<file path="src/rtl/cor_map.vh">
`ifndef COR_MAP_VH
`define COR_MAP_VH
// ****************************************
// register offsets
// ****************************************
`define COR_OFS_PREC_EN 8'hB1
`define COR_OFS_MODE_UP 8'hB2
`define COR_OFS_MODE_LO 8'hB3
`define COR_OFS_SEL_UP 8'hB4
`define COR_OFS_SEL_LO 8'hB5
`define COR_OFS_HALT 8'hB6
// ****************************************
// reset values
// ****************************************
`define COR_RST_PREC_EN 8'h0F
`define COR_RST_MODE 8'h00
`define COR_RST_SEL 8'h00
`define COR_RST_HALT 8'h00
// ****************************************
// field layout and codes
// ****************************************
`define COR_PREC_EN_MASK 8'h0F
`define COR_MODE_MASK 8'h77
`define COR_MODE_LO_POS 0
`define COR_MODE_HI_POS 4
`define COR_MODE_OFF 3'h0
`define COR_MODE_EVEN 3'h1
`define COR_MODE_ODD 3'h2
`define COR_MODE_BOTH 3'h3
`define COR_MODE_COMPL 3'h4
`define COR_MODE_HCSL 3'h5
`define COR_MODE_LVDS 3'h6
`define COR_MODE_PECL 3'h7
`define COR_SEL_W 2
`define COR_HALT_POS 0
`define COR_HALT_LOW 2'h2
`define COR_HALT_HIGH 2'h3
`define COR_STD_HCSL 2'h1
`define COR_STD_LVDS 2'h2
`define COR_STD_PECL 2'h3
`endif

</file>
<file path="src/rtl/cor_output_routing.v">
// Strobed register access was chosen for this implementation.
`timescale 1ns/100ps
`include "cor_map.vh"
module cor_output_routing (
  input wire clk_sys_in,
  input wire resetn_in,
  input wire [7:0] addr_in,
  input wire [7:0] wdata_in,
  input wire wr_in,
  input wire rd_in,
  output reg [7:0] rdata_out,
  input wire [3:0] precision_clk_in,
  input wire engine0_divider_c_in,
  input wire engine0_divider_d_in,
  input wire engine1_divider_c_in,
  input wire engine1_divider_d_in,
  input wire engine2_divider_a_in,
  input wire engine2_divider_b_in,
  input wire engine2_divider_c_in,
  input wire engine2_divider_d_in,
  input wire engine3_divider_a_in,
  input wire engine3_divider_c_in,
  input wire engine3_divider_d_in,
  output reg [3:0] precision_single_out,
  output reg [3:0] precision_single_oe_n_out,
  output reg [7:0] configurable_output_out,
  output reg [7:0] configurable_oe_n_out,
  output reg [3:0] pair_differential_out,
  output reg [7:0] pair_standard_out
);

  // ****************************************
  // register bank
  // ****************************************
  reg [7:0] prec_en_reg;
  reg [7:0] mode_lo_reg;
  reg [7:0] mode_up_reg;
  reg [7:0] sel_lo_reg;
  reg [7:0] sel_up_reg;
  reg [7:0] halt_reg;
  reg [7:0] rdata_next;

  always @(posedge clk_sys_in) begin
    if (!resetn_in) begin
      prec_en_reg <= `COR_RST_PREC_EN;
      mode_lo_reg <= `COR_RST_MODE;
      mode_up_reg <= `COR_RST_MODE;
      sel_lo_reg <= `COR_RST_SEL;
      sel_up_reg <= `COR_RST_SEL;
      halt_reg <= `COR_RST_HALT;
    end else if (wr_in) begin
      case (addr_in)
        `COR_OFS_PREC_EN: prec_en_reg <= wdata_in & `COR_PREC_EN_MASK;
        `COR_OFS_MODE_LO: mode_lo_reg <= wdata_in & `COR_MODE_MASK;
        `COR_OFS_MODE_UP: mode_up_reg <= wdata_in & `COR_MODE_MASK;
        `COR_OFS_SEL_LO: sel_lo_reg <= wdata_in;
        `COR_OFS_SEL_UP: sel_up_reg <= wdata_in;
        `COR_OFS_HALT: halt_reg <= wdata_in;
        default: ;
      endcase
    end
  end

  // unmapped addresses read as zero
  always @* begin
    case (addr_in)
      `COR_OFS_PREC_EN: rdata_next = prec_en_reg;
      `COR_OFS_MODE_LO: rdata_next = mode_lo_reg;
      `COR_OFS_MODE_UP: rdata_next = mode_up_reg;
      `COR_OFS_SEL_LO: rdata_next = sel_lo_reg;
      `COR_OFS_SEL_UP: rdata_next = sel_up_reg;
      `COR_OFS_HALT: rdata_next = halt_reg;
      default: rdata_next = 8'h00;
    endcase
  end

  always @(posedge clk_sys_in) begin
    if (!resetn_in) begin
      rdata_out <= 8'h00;
    end else if (rd_in) begin
      rdata_out <= rdata_next;
    end else begin
      rdata_out <= 8'h00;
    end
  end

  // ****************************************
  // precision single-ended outputs
  // ****************************************
  always @(posedge clk_sys_in) begin
    if (!resetn_in) begin
      precision_single_out <= 4'h0;
      precision_single_oe_n_out <= 4'hF;
    end else begin
      precision_single_out <= precision_clk_in;
      precision_single_oe_n_out <= ~prec_en_reg[3:0];
    end
  end

  // ****************************************
  // source multiplexers
  // ****************************************
  // reserved codes 10/11 fall back to the 00 source, a safe choice
  wire [1:0] sel [0:7];
  assign sel[0] = sel_lo_reg[1:0];
  assign sel[1] = sel_lo_reg[3:2];
  assign sel[2] = sel_lo_reg[5:4];
  assign sel[3] = sel_lo_reg[7:6];
  assign sel[4] = sel_up_reg[1:0];
  assign sel[5] = sel_up_reg[3:2];
  assign sel[6] = sel_up_reg[5:4];
  assign sel[7] = sel_up_reg[7:6];

  wire [7:0] src0;
  wire [7:0] src1;
  assign src0 = {engine3_divider_d_in, engine3_divider_a_in,
                 engine3_divider_c_in, engine3_divider_a_in,
                 engine2_divider_d_in, engine2_divider_c_in,
                 engine2_divider_b_in, engine2_divider_a_in};
  assign src1 = {engine1_divider_d_in, engine1_divider_c_in,
                 engine1_divider_d_in, engine1_divider_c_in,
                 engine0_divider_d_in, engine0_divider_d_in,
                 engine0_divider_c_in, engine0_divider_c_in};

  reg [7:0] muxed;
  integer i;
  always @* begin
    muxed = 8'h00;
    for (i = 0; i < 8; i = i + 1) begin
      muxed[i] = (sel[i] == 2'h1) ? src1[i] : src0[i];
    end
  end

  // ****************************************
  // glitch-free halt of output 4
  // ****************************************
  // state changes only while the clock sits at the target level,
  // so the held level never cuts a phase short
  // limitation: halt acts on output 4 whatever its select holds
  reg src4_reg;
  reg halted_reg;
  reg halt_lvl_reg;
  wire [1:0] halt_code;
  wire halt_req;
  assign halt_code = halt_reg[`COR_HALT_POS +: 2];
  assign halt_req = halt_code[1];

  always @(posedge clk_sys_in) begin
    if (!resetn_in) begin
      src4_reg <= 1'b0;
      halted_reg <= 1'b0;
      halt_lvl_reg <= 1'b0;
    end else begin
      src4_reg <= muxed[4];
      if (!halted_reg) begin
        // stop right after the wanted edge: level already matches
        if (halt_req && (muxed[4] == halt_code[0]) &&
            (src4_reg != halt_code[0])) begin
          halted_reg <= 1'b1;
          halt_lvl_reg <= halt_code[0];
        end
      end else if (!halt_req || (halt_code[0] != halt_lvl_reg)) begin
        // resume only once the running clock equals the held level
        if (muxed[4] == halt_lvl_reg) begin
          halted_reg <= 1'b0;
        end
      end
    end
  end

  reg [7:0] clk_eff;
  always @* begin
    clk_eff = muxed;
    if (halted_reg) begin
      clk_eff[4] = halt_lvl_reg;
    end
  end

  // ****************************************
  // pair mode decode
  // ****************************************
  reg [7:0] out_next;
  reg [7:0] oe_n_next;
  reg [3:0] diff_next;
  reg [7:0] std_next;
  reg [2:0] m;
  integer p;
  always @* begin
    out_next = 8'h00;
    oe_n_next = 8'hFF;
    diff_next = 4'h0;
    std_next = 8'h00;
    m = 3'h0;
    for (p = 0; p < 4; p = p + 1) begin
      case (p)
        0: m = mode_lo_reg[`COR_MODE_LO_POS +: 3];
        1: m = mode_lo_reg[`COR_MODE_HI_POS +: 3];
        2: m = mode_up_reg[`COR_MODE_LO_POS +: 3];
        default: m = mode_up_reg[`COR_MODE_HI_POS +: 3];
      endcase
      out_next[2*p] = clk_eff[2*p];
      out_next[2*p+1] = clk_eff[2*p+1];
      case (m)
        `COR_MODE_OFF: ;
        `COR_MODE_EVEN: oe_n_next[2*p] = 1'b0;
        `COR_MODE_ODD: oe_n_next[2*p+1] = 1'b0;
        `COR_MODE_BOTH: begin
          oe_n_next[2*p] = 1'b0;
          oe_n_next[2*p+1] = 1'b0;
        end
        `COR_MODE_COMPL: begin
          oe_n_next[2*p] = 1'b0;
          oe_n_next[2*p+1] = 1'b0;
          out_next[2*p+1] = ~clk_eff[2*p];
        end
        default: begin
          oe_n_next[2*p] = 1'b0;
          oe_n_next[2*p+1] = 1'b0;
          out_next[2*p+1] = ~clk_eff[2*p];
          diff_next[p] = 1'b1;
          std_next[2*p +: 2] = m[1:0];
        end
      endcase
    end
  end

  always @(posedge clk_sys_in) begin
    if (!resetn_in) begin
      configurable_output_out <= 8'h00;
      configurable_oe_n_out <= 8'hFF;
      pair_differential_out <= 4'h0;
      pair_standard_out <= 8'h00;
    end else begin
      configurable_output_out <= out_next;
      configurable_oe_n_out <= oe_n_next;
      pair_differential_out <= diff_next;
      pair_standard_out <= std_next;
    end
  end

endmodule

</file>
<file path="config.mk">
export PLATFORM = sky130hd
export DESIGN_NAME = cor_output_routing
export DESIGN_NICKNAME = d
export VERILOG_FILES = /design/src/rtl/cor_output_routing.v
export VERILOG_INCLUDE_DIRS = /design/src /design/src/rtl
export SDC_FILE = /design/constraint.sdc
export NUM_CORES = 1
export LEC_CHECK = 0
export ABC_CLOCK_PERIOD_IN_PS = 1500
export BUFFER_PORTS_ARGS = -buffer_cell sky130_fd_sc_hd__buf_2
export CAP_MARGIN = 20
export CORE_MARGIN = 1.5
export CORE_UTILIZATION = 30
export DETAILED_ROUTE_END_ITERATION = 10
export SYNTH_ARGS = -nofsm -noshare
export SYNTH_HDL_FRONTEND = slang
export SYNTH_SLANG_ARGS = --single-unit
</file>
<file path="constraint.sdc">
create_clock -name clk_sys_in -period 1.5 [get_ports clk_sys_in]
set_input_delay 0.15 -clock clk_sys_in [delete_from_list [all_inputs] [get_ports clk_sys_in]]
set_output_delay 0.15 -clock clk_sys_in [all_outputs]
set_load 0.01 [all_outputs]
</file>
==> run metrics <==
Core Rows 37; core area 10400 sq um; DIE WIDTH 107 um; asr flop ratio synth 0%; peak supply drop 0.000384 V; layout cells sized above 1 32.3%; fin util 38.9%; WP data required 1.78 ns; period utilisation layout 88.4%; Final Skew 0.00799 ns; synth warn 0; post-CTS sizing 0; top-area cell type share of the netlist area between 50% and 60%; final hold vios 0; clock latency on the worst-skew pair 0.37 ns; mean area per synthesized cell 9.70 sq um; status finished clean; Gate Count Post-Synth 334; GRT overflow 0; DIE AREA 11400 sq um; antenna violations before repair 0; Hold Path Class in2reg; Distinct cells, synth 36; Syn Nets 369; CTS tree built; Total GRT Usage 14.1%; Routed wire per std cell 13.9 um; Initial Util 31.1%; CP Max Fanout 5; DRT Pass-1 Iters 4; unrepaired setup endpoints after global routing no; Max clock buf depth 2; Worst Path Arrival 1.60 ns; H-tree depth 3; main area contributors after synthesis dfxtp_1, o21ai_0, mux2_2; vias 2680; Slew Viols, Final 0; crit path kind reg2reg; Slew @ Worst Pin between 0.4 and 0.5 ns; setup TNS 0 ns; synthesized cell area 3240 sq um; MaxCap Viol Count 0; Setup Viol. Count Final 0; fmax between 700 and 800 MHz; crit path time final 1.33 ns; number of DRC markers in iteration 0 131; Seq cells post-synth 87; Antenna Nets Post-Route 0; Die Ht ~110 um; Port Buf Inserts 78; DRC 0; Placer Congestion ~0.84; IO Pins 79; Root Buffer clkbuf_8; CP startpoint kind register; hpwl dp between 5 and 6 mm; power density over the cells 1020 nW/um^2; most frequent cell after synthesis dfxtp_1; drt via density 4.79; leakage between 1.5 and 2 nW; CTS sink cnt 87; first-pass GRT wire length 12.3 mm; Total Nets Final 454; largest net degree at the start of global routing 85; Seq/Total Area, Yosys 53.8%; n_diodes 0; largest area contributor in the netlist dfxtp_1; fillcell total 1080; Crit. End Element register; Post-synth EDFFs 0; Reg clk slew, reported paths roughly 0.09 ns; Layout area overhead 25.0%; cts bufs inserted 9; top cells by count, synth dfxtp_1, o21ai_0, nand2_1; drt total wl 7.79 mm; vias in the first global route 2451; slew margin rel. 72.5%; ys flop type dfxtp_1
## path summary, 6_finish.rpt
path	startpoint	end	slack (ns)	cells past startpoint
worst max-delay path	sel_up_reg[1]$_SDFFE_PN0P_	halted_reg$_SDFF_PN0_	0.17	4
worst min register to register	prec_en_reg[1]$_SDFFE_PN1P_	precision_single_oe_n_out[1]$_SDFF_PN1_	0.42	1
worst max register to register	sel_up_reg[1]$_SDFFE_PN0P_	halted_reg$_SDFF_PN0_	0.17	4
worst min-delay path	wdata_in[3]	prec_en_reg[3]$_SDFFE_PN1P_	0.006	3
## area by class of cell
| cell class | instances | area [sq um] | area share, % |
|---|---|---|---|
| inverter | 3 | 11.3 | 0.278 |
| clock buffer | 9 | 124 | 3.06 |
| timing repair buffer | 96 | 548 | 13.5 |
| clock inverter | 7 | 57.6 | 1.42 |
| tap | 136 | 170 | 4.20 |
| multi-input combinational | 222 | 1400 | 34.5 |
| sequential | 87 | 1740 | 43.0 |
## per-layer routing
metal / part of all wire, % / vias up / track usage, %
li1: - / 1370 / -
met1: 47 / 1213 / 17.8
met2: 45 / 82 / 22.3
met3: 5.3 / 15 / 3.53
met4: 2.1 / 0 / 7.24
met5: 0 / - / 0
## layout by cell type (no fill, tap or decap), types with 11 or more instances in the layout
master   instances
a31o_2          12
nand2_1         28
nor2_1          25
o21ai_0         35
mux2_2          13
buf_4           13
buf_2           78
dfxtp_1         87
and3_1          11
nand3_1         24
## critical path, stage by stage, from the launching register on
cell and delay (ns):
dfxtp_1 0.35, nand2b_1 0.14, mux2i_1 0.40, nor2_1 0.11
a311oi_1 0.24
## per-stage QoR
step | hold slack, ns | power (mW) | worst slack, ns | cells | area [sq um]
after floorplan | 0.275 | 2.54 | 0.177 | 334 | 3240
after global placement | 0.360 | 2.66 | 0.129 | 540 | 3830
after detailed placement | 0.368 | 2.66 | 0.0250 | 540 | 3830
after CTS | 0.000981 | 4.16 | 0.177 | 560 | 4050
after global routing | 0.0256 | 4.30 | 0.105 | 560 | 4050
final | 0.00588 | 4.12 | 0.174 | 560 | 4050
## kinds of logic after synthesis
family / after synthesis / synth area share, %
AOI/OAI and AO/OA: 77 / 15.7
buffers and inverters: 25 / 3.17
DFF: 87 / 53.8
muxes: 23 / 7.61
and+or+nand+nor: 122 / 19.7
## power by group
group | switching [mW] | total [mW] | internal (mW)
Sequential | 0.00945 | 2.34 | 2.34
Clock | 0.884 | 1.50 | 0.620
Combinational | 0.154 | 0.272 | 0.118
Total | 1.05 | 4.12 | 3.07
## repair_timing
item	4_1_cts	5_1_grt
hold buffers	4	0
hold endpoints to repair	4	0
endpoints found under the setup margin	0	0
buffers inserted	0	0
No activity file was read; power rests on OpenSTA's default activity.
